`src/hdl/dpmx_defines.svh`:
```
`ifndef DPMX_DEFINES_SVH
`define DPMX_DEFINES_SVH

// widths of the shared pin groups
`define DPMX_ADDR_W      11
`define DPMX_IO_W        8
`define DPMX_SEL_W       5
`define DPMX_PM_W        8
`define DPMX_BANKS       4

// field positions inside the encoded select code
`define DPMX_SEL_LO_MSB  2
`define DPMX_SEL_PAR_LO  3
`define DPMX_SEL_PAR_HI  4

// field positions inside the shared address pins
`define DPMX_ADDR_SEL_LSB 8

// positions inside the edge detector input vector
`define DPMX_EV_MRST     0
`define DPMX_EV_PE      1
`define DPMX_EV_IRQ     2
`define DPMX_EV_PMS     3
`define DPMX_EV_W       4

// reset values and the parity-check enable code
`define DPMX_RST_MODE_IN 1'b0
`define DPMX_RST_ADDR    11'h000
`define DPMX_RST_BYTE    8'h00
`define DPMX_RST_STROBE  4'h0
`define DPMX_PE_EN_ALL   2'h3

`endif

```
`src/hdl/dpmx_pkg.sv`:
```
`include "dpmx_defines.svh"

package dpmx_pkg;

   // kind of cycle the sequencer asks for this clock
   typedef enum logic [1:0]
   {
      DPMX_CYC_IDLE,
      DPMX_CYC_ROW,
      DPMX_CYC_COL,
      DPMX_CYC_IO
   } dpmx_cyc_e;

   // one request from the memory sequencer
   typedef struct packed
   {
      dpmx_cyc_e                  cyc;
      logic [`DPMX_ADDR_W-1:0]    addr;
      logic [`DPMX_SEL_W-1:0]     sel;
      logic [`DPMX_IO_W-1:0]      wdata;
      logic                       io_wr;
      logic                       mem_write;
      logic                       par_lo;
      logic                       par_hi;
      logic                       par_drive;
      logic [`DPMX_BANKS-1:0]     ras;
      logic [`DPMX_BANKS-1:0]     cash;
      logic [`DPMX_BANKS-1:0]     casl;
   } dpmx_req_s;

endpackage

```
`src/hdl/dpmx_edge_detect.sv`:
```
`timescale 1ns/1ps
`default_nettype none

// rising transition finder for synchronous pin levels
module dpmx_edge_detect
#(
   parameter int WIDTH = 4
)
(
   input  wire logic             i_clk,
   input  wire logic             i_resetn,
   input  wire logic [WIDTH-1:0] i_level,
   input  wire logic [WIDTH-1:0] i_rst_level,
   output logic      [WIDTH-1:0] o_prev,
   output logic      [WIDTH-1:0] o_rise
);

   if (WIDTH < 1)
   begin : g_chk
      $error("dpmx_edge_detect: WIDTH must be at least one");
   end

   // previous level per bit
   always_ff @(posedge i_clk or negedge i_resetn)
   begin
      if (!i_resetn)
         o_prev <= '0;
      else
         o_prev <= i_level;
   end

   // low to high per bit; reset-level mask blocks false edges
   genvar g;
   for (g = 0; g < WIDTH; g++)
   begin : g_bit
      assign o_rise[g] = i_level[g] & ~o_prev[g] & ~i_rst_level[g];
   end

endmodule

`default_nettype wire

```
`src/hdl/dpmx_top.sv`:
```
`timescale 1ns/1ps
`default_nettype none
`include "dpmx_defines.svh"

module dpmx_top
#(
   parameter int PM_W = `DPMX_PM_W
)
(
   input  wire logic                    i_clk,
   input  wire logic                    i_resetn,
   input  wire dpmx_pkg::dpmx_req_s     i_req,
   input  wire logic                    i_master_reset_in_n,
   input  wire logic [`DPMX_IO_W-1:0]   i_periph_byte_bus,
   input  wire logic                    i_high_col_strobe3,
   input  wire logic                    i_low_col_strobe3,
   input  wire logic                    i_low_col_strobe2,
   input  wire logic [1:0]              i_parity_chk_en,
   input  wire logic                    i_powerdown,
   input  wire logic                    i_refresh_normal,
   input  wire logic                    i_powerdown_refresh_clk,
   input  wire logic                    i_power_mgmt_sample_in,
   input  wire logic [PM_W-1:0]         i_pm_ctrl,
   output logic [`DPMX_ADDR_W-1:0]      o_dram_addr,
   output logic [`DPMX_IO_W-1:0]        o_periph_byte_bus_oe,
   output logic                         o_low_byte_parity,
   output logic                         o_high_byte_parity,
   output logic                         o_parity_oe,
   output logic [`DPMX_BANKS-1:0]       o_row_strobe,
   output logic [`DPMX_BANKS-1:0]       o_high_col_strobe,
   output logic                         o_high_col_strobe3_oe,
   output logic [`DPMX_BANKS-1:0]       o_low_col_strobe,
   output logic [1:0]                   o_low_col_strobe_oe,
   output logic                         o_mem_write_read,
   output logic                         o_refresh,
   output logic                         o_cas_input_mode,
   output logic                         o_parity_error,
   output logic                         o_coproc_irq13,
   output logic [`DPMX_IO_W-1:0]        o_periph_rdata,
   output logic                         o_periph_rvalid,
   output logic [PM_W-1:0]              o_pm_ctrl,
   output logic                         o_pm_valid
);

   if (PM_W < 1)
   begin : g_chk
      $error("dpmx_top: PM_W must be at least one");
   end

   // true when the low address byte carries peripheral write data
   function automatic logic drive_byte(input dpmx_pkg::dpmx_req_s r);
      drive_byte = (r.cyc == dpmx_pkg::DPMX_CYC_IO) && r.io_wr;
   endfunction

   // true for either half of a DRAM access
   function automatic logic dram_cyc(input dpmx_pkg::dpmx_req_s r);
      dram_cyc = (r.cyc == dpmx_pkg::DPMX_CYC_ROW) || (r.cyc == dpmx_pkg::DPMX_CYC_COL);
   endfunction

   logic [`DPMX_EV_W-1:0] ev_level;
   logic [`DPMX_EV_W-1:0] ev_rise;
   logic [`DPMX_EV_W-1:0] ev_mask;
   logic                  input_mode;
   logic                  pe_enabled;
   logic                  mrst_rise;

   // pin levels watched for rising transitions
   assign ev_level[`DPMX_EV_MRST] = i_master_reset_in_n;
   assign ev_level[`DPMX_EV_PE]   = i_low_col_strobe3;
   assign ev_level[`DPMX_EV_IRQ]  = i_low_col_strobe2;
   assign ev_level[`DPMX_EV_PMS]  = i_power_mgmt_sample_in;
   assign ev_mask                 = '0;

   dpmx_edge_detect
   #(
      .WIDTH (`DPMX_EV_W)
   )
   u_edge
   (
      .i_clk       (i_clk),
      .i_resetn    (i_resetn),
      .i_level     (ev_level),
      .i_rst_level (ev_mask),
      .o_prev      (),
      .o_rise      (ev_rise)
   );

   assign mrst_rise  = ev_rise[`DPMX_EV_MRST];
   assign input_mode = o_cas_input_mode;
   assign pe_enabled = input_mode && (i_parity_chk_en == `DPMX_PE_EN_ALL);

   // strap caught as master reset rises, held until the next rise
   always_ff @(posedge i_clk or negedge i_resetn)
   begin
      if (!i_resetn)
         o_cas_input_mode <= `DPMX_RST_MODE_IN;
      else if (mrst_rise)
         o_cas_input_mode <= ~i_high_col_strobe3;
   end

   // shared address pins: row, column, or select code plus byte bus
   always_ff @(posedge i_clk or negedge i_resetn)
   begin
      if (!i_resetn)
      begin
         o_dram_addr          <= `DPMX_RST_ADDR;
         o_periph_byte_bus_oe <= `DPMX_RST_BYTE;
      end
      else if (dram_cyc(i_req))
      begin
         o_dram_addr          <= i_req.addr;
         o_periph_byte_bus_oe <= '1;
      end
      else if (i_req.cyc == dpmx_pkg::DPMX_CYC_IO)
      begin
         o_dram_addr <= {i_req.sel[`DPMX_SEL_LO_MSB:0], i_req.wdata};
         o_periph_byte_bus_oe <= drive_byte(i_req) ? '1 : '0;
      end
      else
      begin
         o_periph_byte_bus_oe <= '1;
      end
   end

   // parity pins: data parity for DRAM, select bits 3 and 4 for I/O
   always_ff @(posedge i_clk or negedge i_resetn)
   begin
      if (!i_resetn)
      begin
         o_low_byte_parity  <= 1'b0;
         o_high_byte_parity <= 1'b0;
         o_parity_oe        <= 1'b0;
      end
      else if (i_req.cyc == dpmx_pkg::DPMX_CYC_IO)
      begin
         o_low_byte_parity  <= i_req.sel[`DPMX_SEL_PAR_LO];
         o_high_byte_parity <= i_req.sel[`DPMX_SEL_PAR_HI];
         o_parity_oe        <= 1'b1;
      end
      else
      begin
         o_low_byte_parity  <= i_req.par_lo;
         o_high_byte_parity <= i_req.par_hi;
         o_parity_oe        <= dram_cyc(i_req) && i_req.par_drive;
      end
   end

   // peripheral read data taken from the byte bus
   always_ff @(posedge i_clk or negedge i_resetn)
   begin
      if (!i_resetn)
      begin
         o_periph_rdata  <= `DPMX_RST_BYTE;
         o_periph_rvalid <= 1'b0;
      end
      else
      begin
         o_periph_rvalid <= (i_req.cyc == dpmx_pkg::DPMX_CYC_IO) && !i_req.io_wr;
         if ((i_req.cyc == dpmx_pkg::DPMX_CYC_IO) && !i_req.io_wr)
            o_periph_rdata <= i_periph_byte_bus;
      end
   end

   // row and column strobes with strap-dependent pin directions
   always_ff @(posedge i_clk or negedge i_resetn)
   begin
      if (!i_resetn)
      begin
         o_row_strobe          <= `DPMX_RST_STROBE;
         o_high_col_strobe     <= `DPMX_RST_STROBE;
         o_low_col_strobe      <= `DPMX_RST_STROBE;
         o_high_col_strobe3_oe <= 1'b0;
         o_low_col_strobe_oe   <= 2'h0;
      end
      else
      begin
         o_row_strobe      <= i_req.ras;
         o_high_col_strobe <= i_req.cash;
         o_low_col_strobe  <= i_req.casl;
         // strap pin floats while master reset is low
         o_high_col_strobe3_oe <= i_master_reset_in_n && !input_mode;
         o_low_col_strobe_oe   <= (i_master_reset_in_n && !input_mode) ? 2'h3 : 2'h0;
      end
   end

   // parity error and coprocessor interrupt pulses
   always_ff @(posedge i_clk or negedge i_resetn)
   begin
      if (!i_resetn)
      begin
         o_parity_error <= 1'b0;
         o_coproc_irq13 <= 1'b0;
      end
      else
      begin
         o_parity_error <= pe_enabled && ev_rise[`DPMX_EV_PE];
         o_coproc_irq13 <= input_mode && ev_rise[`DPMX_EV_IRQ];
      end
   end

   // memory direction and refresh source
   always_ff @(posedge i_clk or negedge i_resetn)
   begin
      if (!i_resetn)
      begin
         o_mem_write_read <= 1'b0;
         o_refresh        <= 1'b0;
      end
      else
      begin
         o_mem_write_read <= i_req.mem_write;
         o_refresh <= i_powerdown ? i_powerdown_refresh_clk : i_refresh_normal;
      end
   end

   // power-management inputs captured on the sample rise
   always_ff @(posedge i_clk or negedge i_resetn)
   begin
      if (!i_resetn)
      begin
         o_pm_ctrl  <= '0;
         o_pm_valid <= 1'b0;
      end
      else
      begin
         o_pm_valid <= ev_rise[`DPMX_EV_PMS];
         if (ev_rise[`DPMX_EV_PMS])
            o_pm_ctrl <= i_pm_ctrl;
      end
   end
endmodule

`default_nettype wire

```
`config.mk`:
```
export PLATFORM = sky130hd
export DESIGN_NAME = dpmx_top
export DESIGN_NICKNAME = d
export VERILOG_FILES = /design/src/hdl/dpmx_pkg.sv /design/src/hdl/dpmx_edge_detect.sv /design/src/hdl/dpmx_top.sv
export VERILOG_INCLUDE_DIRS = /design/src /design/src/hdl
export SDC_FILE = /design/constraint.sdc
export NUM_CORES = 1
export LEC_CHECK = 0
export ABC_CLOCK_PERIOD_IN_PS = 1420
export BUFFER_PORTS_ARGS = -buffer_cell sky130_fd_sc_hd__buf_2
export CELL_PAD_IN_SITES_DETAIL_PLACEMENT = 1
export CELL_PAD_IN_SITES_GLOBAL_PLACEMENT = 1
export CORE_MARGIN = 2
export CORE_UTILIZATION = 31
export DETAILED_ROUTE_END_ITERATION = 8
export PLACE_DENSITY_LB_ADDON = 0.08
export SKIP_LAST_GASP = 1
export SLEW_MARGIN = 15
export SYNTH_ARGS = -nofsm -noshare
export SYNTH_HDL_FRONTEND = slang
export SYNTH_SLANG_ARGS = --single-unit
```
`constraint.sdc`:
```
create_clock -name i_clk -period 1.42 [get_ports i_clk]
set_clock_uncertainty 0.2 [all_clocks]
set_input_delay 0.284 -clock i_clk [delete_from_list [all_inputs] [get_ports i_clk]]
set_output_delay 0.284 -clock i_clk [all_outputs]
set_load 0.05 [all_outputs]
```
# After elaboration in Yosys (flattened, before gate mapping)
# Cells that the tools add are included.
# classes
bitwise	9
n_mux	10
n_addsub	0
multipliers	0
eq_ne	4
n_shift	0
div_mod_pow	0
n_reduce_logical	11
n_lt_le_gt_ge	0
# op_table
cell	n
$mux W8	3
$mux W11	2
$logic_and A1 B1 Y1	7
$eq A2 B2 Y1 const B	3
$not A1 Y1	5
$and A1 B1 Y1	4
$mux W1	4
$eq A2 B1 Y1 const B	1
$logic_not A1 Y1	2
$mux W2	1
$reduce_bool A2 Y1	1
$logic_or A1 B1 Y1	1
# word_totals
word_cells	54
out_inout_bits	60
latchBits	0
input_bits	71
mem_bits_ro	0
register_bits	64
mem_count	0
ramBits	0

# Logic depth before layout (Yosys ltp)
# Gate-level depths: netlist (run 1).
# depth
depth_word	5
mapped_depth	6
depth_no_buf	4

# By module
# Synthesis (run 1) repeated with hierarchy kept, for this count alone.
# unflattened
hier_cells	139
area_unflattened_um2	2089.5
# modules_own_cells
mod	cells_each	instances	seq_area_each_um2	area_per_inst_um2
dpmx_top	131	1	1276.2	1939.4
dpmx_edge_detect	8	1	100.1	150.1

# Least setup slack after synthesis (run 1)
# Ideal clock, no wire load.
# synth_timing
kind	reg-to-output
start	reg o_periph_byte_bus_oe[6] (netlist name)
end	out o_periph_byte_bus_oe[1]
arrival_time_ps	996
slack_ps	-60
path_stages_with_launch	2
cell_sequence	dfrtp_1 -> buf_4
# synth_rtl
item	line_no	text
to (decl)	dpmx_top.sv:25	output logic [`DPMX_IO_W-1:0] o_periph_byte_bus_oe,

==> impl_metrics.py, run 1 <==
metrics = {
    "timing": {
        "period_share_pct": 104,
        "hold_viol_final": 0,
        "fin_crit_ps": 1480,
        "max_freq_ghz": 0.675,
        "rsz0062_at_grt": "yes",
        "slew_headroom_pct": 73.7,
        "setup_violating_endpoint_count_in_the_final_report": 8,
        "drv_slew": 0,
        "layout_setup_ws_ps": -61.9,
        "setup_tns_ps": -472,
        "max_slew.worst_pin.slew_ps": 395,
    },
    "setup_path": {
        "setup.worst_path.start_class": "flop",
        "critical_path.top_delay_family": "flip-flops",
        "critPathMaxStageDelay_ps": 470,
        "cp.depth": 1,
        "crit_slowest_cell": "sky130_fd_sc_hd__dfrtp_2",
        "worstSetupPathType": "reg -> out",
        "timing.critical_path.cells": "buf_4",
        "crit_arrival_ps": 1000,
        "launching_element_of_the_worst_setup_path": "o_periph_byte_bus_oe[6]",
        "worst-path-max-fanout": 8,
        "worst-path-buf-inv": 1,
        "critPathRequiredTime_ps": 940,
        "worstRegToRegCells": 3,
        "worstSetupEndpoint": "o_periph_byte_bus_oe[7]",
        "ff2ff_setup_slack_ps": 80,
        "worstReg2RegStart": "u_edge.o_prev[3]",
        "worstSetupEndpointType": "output port",
        "worst_r2r_endpoint": "o_pm_ctrl[1]",
    },
    "yosys": {
        "synth_area_leader_cell": "sky130_fd_sc_hd__dfrtp_1",
        "postSynthNetCount": 210,
        "synth_simple_gate_area_share_pct": 4.85,
        "yosys.cell_types.count": 19,
        "synth.area.mux_share_pct": 17.6,
        "ff_latch_count_synth": 55,
        "dominant_combinational_cell_family_by_area_after_synthesis": "multiplexers",
        "synth_compound_gate_area_share_pct": 3.03,
        "postSynthAreaPerCell_sq_um": 15.1,
        "synth_common_cells": "sky130_fd_sc_hd__dfrtp_1 (55), sky130_fd_sc_hd__mux2i_1 (12), sky130_fd_sc_hd__mux2_2 (11), sky130_fd_sc_hd__nand2_1 (11), sky130_fd_sc_hd__o21ai_0 (11)",
        "yosys_most_used_dff": "sky130_fd_sc_hd__dfrtp_1",
        "async_reset_ff_share_pct": 100,
        "postSynthCellCount": 137,
        "ys.warnings.count": 0,
        "syn-cell-area_sq_um": 2060,
        "post_synth_main_area_contributors": "sky130_fd_sc_hd__dfrtp_1 (67%), sky130_fd_sc_hd__mux2_2 (6.0%), sky130_fd_sc_hd__mux2i_1 (5.8%)",
        "synthDominantCellAreaShare_pct": 66.7,
        "post_synth_xor_area_fraction_pct": 0,
        "synth_edf_count": 0,
        "yosys.area_share.adder_pct": 1.21,
        "seq_area_frac_synth_pct": 66.7,
        "most_frequent_cell_after_synthesis": "sky130_fd_sc_hd__dfrtp_1",
    },
    "die": {
        "die_h_um": 85.6,
        "initial_utilization_pct": 32.3,
        "i_o_pin_cnt": 131,
        "core-area_sq_um": 6390,
        "floorplan.die_area_sq_um": 7330,
        "core.rowCount": 29,
        "die_width_um": 85.6,
    },
    "detailed_routing": {
        "drt_pass1_iterations": 2,
        "remaining_antenna_violation_count": 0,
        "remaining_drc_errors": 0,
        "detail_route.wirelength.met1_um": 2070,
        "vias": 1703,
        "drt_first_iter_violations": 32,
        "met2_length_um": 3120,
        "routed_via_density": 4.34,
        "top_signal_layer_used": "met4",
        "wirelength_um": 5760,
        "route.met3.wl_um": 493,
        "wl_per_cell_um": 14.7,
    },
    "cells_and_area": {
        "layout.cell_area.non_filler_sq_um": 3540,
        "antenna_cells_inserted": 0,
        "proportion_of_layout_cells_with_a_drive_suffix_above_1_pct": 55.2,
        "finish.net_count": 387,
        "final_util_pct": 55.4,
        "area.growth.synth_to_final_pct": 71.5,
    },
    "power_and_ir_drop": {
        "switchingPower_mw": 1.49,
        "pwr-share-seq_pct": 41.9,
        "p_per_area_nw_per_um2": 1220,
        "post-layout-total-power_mw": 4.33,
        "power.share.clock_pct": 24.4,
        "internal_power_mw": 2.85,
        "ir_worst_vdd_mv": 0.606,
        "sw_frac_of_total_pct": 34.3,
        "power_leakage_nw": 1.78,
        "power.share.combinational_pct": 33.7,
    },
    "outcome": {
        "failing_checks": "setup timing",
        "status": "finished with violations",
    },
    "place": {
        "dp.final_hpwl_um": 3770,
        "finalWeightedCongestion": 0.655,
        "placement.cell_area_sq_um": 2790,
        "detailedPlace.worstSlack_ps": -89.9,
        "port-buffer-count": 130,
    },
    "cts": {
        "tritoncts": "done",
        "clk-insertion-delay-late_ps": 310,
        "htreeDepth": 2,
        "numCtsBuffers": 5,
        "cts.sink_count": 55,
        "worst_setup_hold_path_clk_slew_ps": 100,
        "clock-root-buffer": "sky130_fd_sc_hd__clkbuf_8",
        "clock_tree.buffer_depth": 2,
    },
    "global_routing": {
        "global_route_wire_length_before_repair_um": 9000,
        "grt_overflow_total": 0,
        "grt_pass1_vias": 1803,
        "total_routing_usage_reported_by_global_routing_pct": 16.0,
        "antenna_found_initial": 0,
        "largest_net_degree_at_the_start_of_global_routing": 33,
    },
    "min_path": {
        "worstHoldPathType": "in -> reg",
    },
    "job": {
        "timing.max_cap.violations": 0,
    },
}
-- sequential cells by signal (all words and copies together) (netlist names), 4 cells and up --
signal,cells
o_high_col_strobe,4
o_periph_rdata,8
o_dram_addr,11
o_row_strobe,4
u_edge.o_prev,4
o_low_col_strobe,4
o_pm_ctrl,8
-- power groups by stage --
stage | Clock (mW) | Sequential, mW | Combinational [mW]
2_1_floorplan | 0 | 2.39 | 0.280
3_3_place_gp | 0 | 1.83 | 1.19
3_5_place_dp | 0 | 1.83 | 1.20
4_1_cts | 1.11 | 1.81 | 1.37
5_1_grt | 1.16 | 1.84 | 1.54
6_report | 1.06 | 1.82 | 1.46
-- kinds of logic after synthesis --
logic type / count (synthesis)
buf+inv: 18
flops: 55
compound gates: 12
simple gates: 19
mux: 31
fa+ha+maj: 2
-- layout by cell type (no fill, tap or decap) --
cell type                       instances
sky130_fd_sc_hd__a21o_1                 1
sky130_fd_sc_hd__mux2i_1               12
sky130_fd_sc_hd__bufinv_16              1
sky130_fd_sc_hd__nor2_1                 1
sky130_fd_sc_hd__o21ai_0               11
sky130_fd_sc_hd__clkbuf_8               5
sky130_fd_sc_hd__dfrtp_1               54
sky130_fd_sc_hd__nand2_1               11
sky130_fd_sc_hd__nand4b_1               1
sky130_fd_sc_hd__dfrtp_2                1
sky130_fd_sc_hd__ha_1                   2
sky130_fd_sc_hd__buf_6                 13
sky130_fd_sc_hd__nor2b_1                3
sky130_fd_sc_hd__clkinvlp_4             1
sky130_fd_sc_hd__buf_2                 75
sky130_fd_sc_hd__nand2b_1               1
sky130_fd_sc_hd__buf_4                 48
sky130_fd_sc_hd__dlygate4sd3_1         40
sky130_fd_sc_hd__inv_1                  3
sky130_fd_sc_hd__nor2b_4                1
sky130_fd_sc_hd__mux2_4                 8
sky130_fd_sc_hd__clkbuf_4               6
sky130_fd_sc_hd__mux2_2                11
sky130_fd_sc_hd__inv_6                  1
sky130_fd_sc_hd__buf_12                 3
sky130_fd_sc_hd__nor3b_1                1
-- layer usage --
metal / GRT usage [%] / vias up
li1: - / 799
met1: 17.3 / 815
met2: 29.4 / 82
met3: 5.29 / 7
met4: 4.76 / 0
met5: 0 / -
-- through the flow --
| step | hold WS (ps) | instances |
|---|---|---|
| 4_1_cts | 6.59 | 386 |
| 2_1_floorplan | -212 | 137 |
| 6_report | 14.2 | 392 |
| 3_5_place_dp | 105 | 337 |
| 3_3_place_gp | 107 | 337 |
| 5_1_grt | 10.9 | 392 |
-- worst min path at each step --
stage                  from                to  slack [ps]  depth (start not counted)
6_report       i_pm_ctrl[1]      o_pm_ctrl[1]          10                          2
3_5_place_dp       i_resetn    o_dram_addr[6]         100                          2
3_3_place_gp       i_resetn    o_dram_addr[6]         110                          2
2_1_floorplan      i_resetn  o_cas_input_mode        -210                          0
4_1_cts        i_pm_ctrl[1]      o_pm_ctrl[1]           7                          2
5_1_grt        i_pm_ctrl[1]      o_pm_ctrl[1]          10                          2
-- timing repair --
item,4_1_cts,5_1_grt
gates resized for setup,38,41
setup endpoints to repair,38,41
hold buffers,40,0
endpoints found under the hold margin,91,0
buffers inserted,1,6
-- area by class of cell --
type	count	area, sq um
fillers	667	2850
repair buffers	185	1390
flip-flops and latches	55	1380
multi-input cells	64	552
well taps	77	96.3
clock buffers	5	68.8
clock inverters	3	46.3
inverters	3	11.3
(Power assumes the default switching activity.)
==> run 2, diff against run 1 <==
--- a/config.mk
+++ b/config.mk
@@ -8,10 +8,12 @@
 export LEC_CHECK = 0
 export ABC_CLOCK_PERIOD_IN_PS = 1420
 export BUFFER_PORTS_ARGS = -buffer_cell sky130_fd_sc_hd__buf_2
+export CAP_MARGIN = 20
 export CELL_PAD_IN_SITES_DETAIL_PLACEMENT = 1
 export CELL_PAD_IN_SITES_GLOBAL_PLACEMENT = 1
 export CORE_MARGIN = 2
-export CORE_UTILIZATION = 31
+export CORE_UTILIZATION = 33
+export CTS_BUF_LIST = sky130_fd_sc_hd__clkbuf_4 sky130_fd_sc_hd__clkbuf_8
 export DETAILED_ROUTE_END_ITERATION = 8
 export PLACE_DENSITY_LB_ADDON = 0.08
 export SKIP_LAST_GASP = 1
==> run 2 against run 1 <==
Compared with the run above:
- the run still ends with setup timing left
- global-route usage shrank 0.56 points
- first-iteration DRC count shrank 22%
- die area shrank 5.8%
- cell area shrank 6.5%
- core utilization shrank 0.16 points
- flip-flop and latch count is the same
- sequential share of layout area grew 2.7 points
- critical endpoint is now o_periph_byte_bus_oe[2]
- largest cell class is now registers
==> impl_metrics.py, run 2 (synthesis results as in run 1) <==
metrics = {
    "timing": {
        "max_freq_ghz": 0.687,
        "fin_crit_ps": 1460,
        "rsz0062_at_grt": "yes",
        "hold_viol_final": 0,
        "drv_slew": 0,
        "slew_headroom_pct": 56.4,
        "setup_tns_ps": -299,
        "layout_setup_ws_ps": -36.2,
        "period_share_pct": 103,
        "max_slew.worst_pin.slew_ps": 653,
        "setup_violating_endpoint_count_in_the_final_report": 9,
    },
    "setup_path": {
        "setup.worst_path.start_class": "flop",
        "worstSetupEndpointType": "output port",
        "crit_arrival_ps": 970,
        "worst_r2r_endpoint": "o_pm_ctrl[6]",
        "worstRegToRegCells": 3,
        "ff2ff_setup_slack_ps": 100,
        "worstReg2RegStart": "u_edge.o_prev[3]",
        "crit_slowest_cell": "sky130_fd_sc_hd__dfrtp_2",
        "worst-path-buf-inv": 1,
        "timing.critical_path.cells": "buf_4",
        "worstSetupPathType": "reg -> out",
        "critical_path.top_delay_family": "flip-flops",
        "critPathMaxStageDelay_ps": 470,
        "worst-path-max-fanout": 8,
        "critPathRequiredTime_ps": 940,
    },
    "detailed_routing": {
        "routed_via_density": 4.27,
        "remaining_antenna_violation_count": 0,
        "remaining_drc_errors": 0,
        "vias": 1580,
        "drt_first_iter_violations": 25,
        "drt_pass1_iterations": 4,
        "wirelength_um": 5150,
        "wl_per_cell_um": 13.9,
    },
    "cells_and_area": {
        "regMostFlops": "o_dram_addr",
        "area.growth.synth_to_final_pct": 60.4,
        "finish.net_count": 367,
        "layout.filler_cells": 649,
        "layout.cell_area.non_filler_sq_um": 3310,
        "final_common_cell": "sky130_fd_sc_hd__buf_2",
        "proportion_of_layout_cells_with_a_drive_suffix_above_1_pct": 56.9,
        "largest_reg_flops": 11,
        "antenna_cells_inserted": 0,
        "seqCellArea_sq_um": 1380,
        "multi_input_area_sq_um": 552,
        "mostFrequentLayoutCells": "sky130_fd_sc_hd__buf_2 (75), sky130_fd_sc_hd__dfrtp_1 (54), sky130_fd_sc_hd__buf_4 (43)",
        "biggestRegsByFlops": "o_dram_addr (11), o_periph_rdata (8), o_pm_ctrl (8)",
    },
    "die": {
        "initial_utilization_pct": 34.5,
        "die_h_um": 83.1,
        "die_width_um": 83.1,
        "i_o_pin_cnt": 131,
        "floorplan.die_area_sq_um": 6900,
        "core.rowCount": 28,
        "core-area_sq_um": 5990,
    },
    "cts": {
        "cts.sink_count": 55,
        "worst_setup_hold_path_clk_slew_ps": 100,
        "tritoncts": "done",
        "clk-insertion-delay-late_ps": 300,
        "htreeDepth": 2,
        "clock_tree.buffer_depth": 2,
        "clock-root-buffer": "sky130_fd_sc_hd__clkbuf_8",
        "numCtsBuffers": 5,
    },
    "min_path": {
        "timing.hold.worst.start": "i_pm_ctrl[1]",
        "timing.hold.worst_path_depth": 2,
        "worst_hold_path.endpoint": "o_pm_ctrl[1]",
        "worstHoldPathType": "in -> reg",
    },
    "place": {
        "placement.cell_area_sq_um": 2760,
        "dp.final_hpwl_um": 3680,
        "finalWeightedCongestion": 0.718,
        "detailedPlace.worstSlack_ps": -166,
        "port-buffer-count": 130,
    },
    "outcome": {
        "status": "finished with violations",
        "failing_checks": "setup timing",
    },
    "global_routing": {
        "grt_pass1_vias": 1695,
        "global_route_wire_length_before_repair_um": 8560,
        "antenna_found_initial": 0,
        "grt_overflow_total": 0,
        "total_routing_usage_reported_by_global_routing_pct": 15.4,
        "largest_net_degree_at_the_start_of_global_routing": 27,
    },
    "power_and_ir_drop": {
        "power_leakage_nw": 1.68,
        "p_per_area_nw_per_um2": 1230,
        "ir_worst_vdd_mv": 0.534,
    },
    "job": {
        "timing.max_cap.violations": 0,
    },
}
run 2: cell type report:
type / count / share of cell area (%)
inverter: 3 / 0.340
multi-input combinational: 64 / 16.7
clock inverter: 3 / 0.831
timing repair buffer: 165 / 35.6
clock buffer: 5 / 2.08
tap: 75 / 2.83
sequential: 55 / 41.6
run 2: how the worst max path moves through the flow:
| stage | start | endpoint | slack [ps] | cells past startpoint |
|---|---|---|---|---|
| finish | o_periph_byte_bus_oe[6] | o_periph_byte_bus_oe[2] | -40 | 1 |
| detailed placement | i_req[41] | o_periph_rdata[3] | -170 | 4 |
| global route | o_periph_byte_bus_oe[6] | o_periph_byte_bus_oe[7] | -80 | 1 |
| CTS | o_periph_byte_bus_oe[6] | o_periph_byte_bus_oe[2] | -60 | 1 |
| global placement | i_req[41] | o_periph_rdata[4] | -140 | 4 |
| floorplan | i_req[41] | o_dram_addr[10] | 20 | 6 |
run 2: metrics by stage:
stage / utilization [%] / instances / hold WS [ps] / power, mW
after floorplan: - / 137 / -212 / 2.67
after CTS: 52.9 / 364 / 0.0753 / 4.05
after global routing: 55.3 / 370 / 0.188 / 4.30
final: 55.3 / 370 / 11.0 / 4.08
after detailed placement: 46.1 / 332 / 5.98 / 3.02
after global placement: 46.1 / 332 / -1.06 / 3.01
run 2: what timing repair did:
| item | in CTS | in global routing |
|---|---|---|
| endpoints found under the hold margin | 78 | 2 |
| setup buffers | 0 | 4 |
| gates resized for setup | 30 | 46 |
| hold buffers | 24 | 2 |
| setup endpoints to repair | 32 | 42 |
run 2: routing by layer:
layer	global-route usage (%)	up-vias	wire, um
met4	4.47	0	29
met2	26.0	70	2670
met1	19.2	751	2050
li1	-	757	-
met3	4.57	2	397
met5	0	-	0
run 2: where the power goes:
part | total, mW | switching [mW] | internal, mW
registers | 1.81 | 0.0867 | 1.73
logic | 1.38 | 0.853 | 0.528
clock network | 0.887 | 0.521 | 0.366
total | 4.08 | 1.46 | 2.62
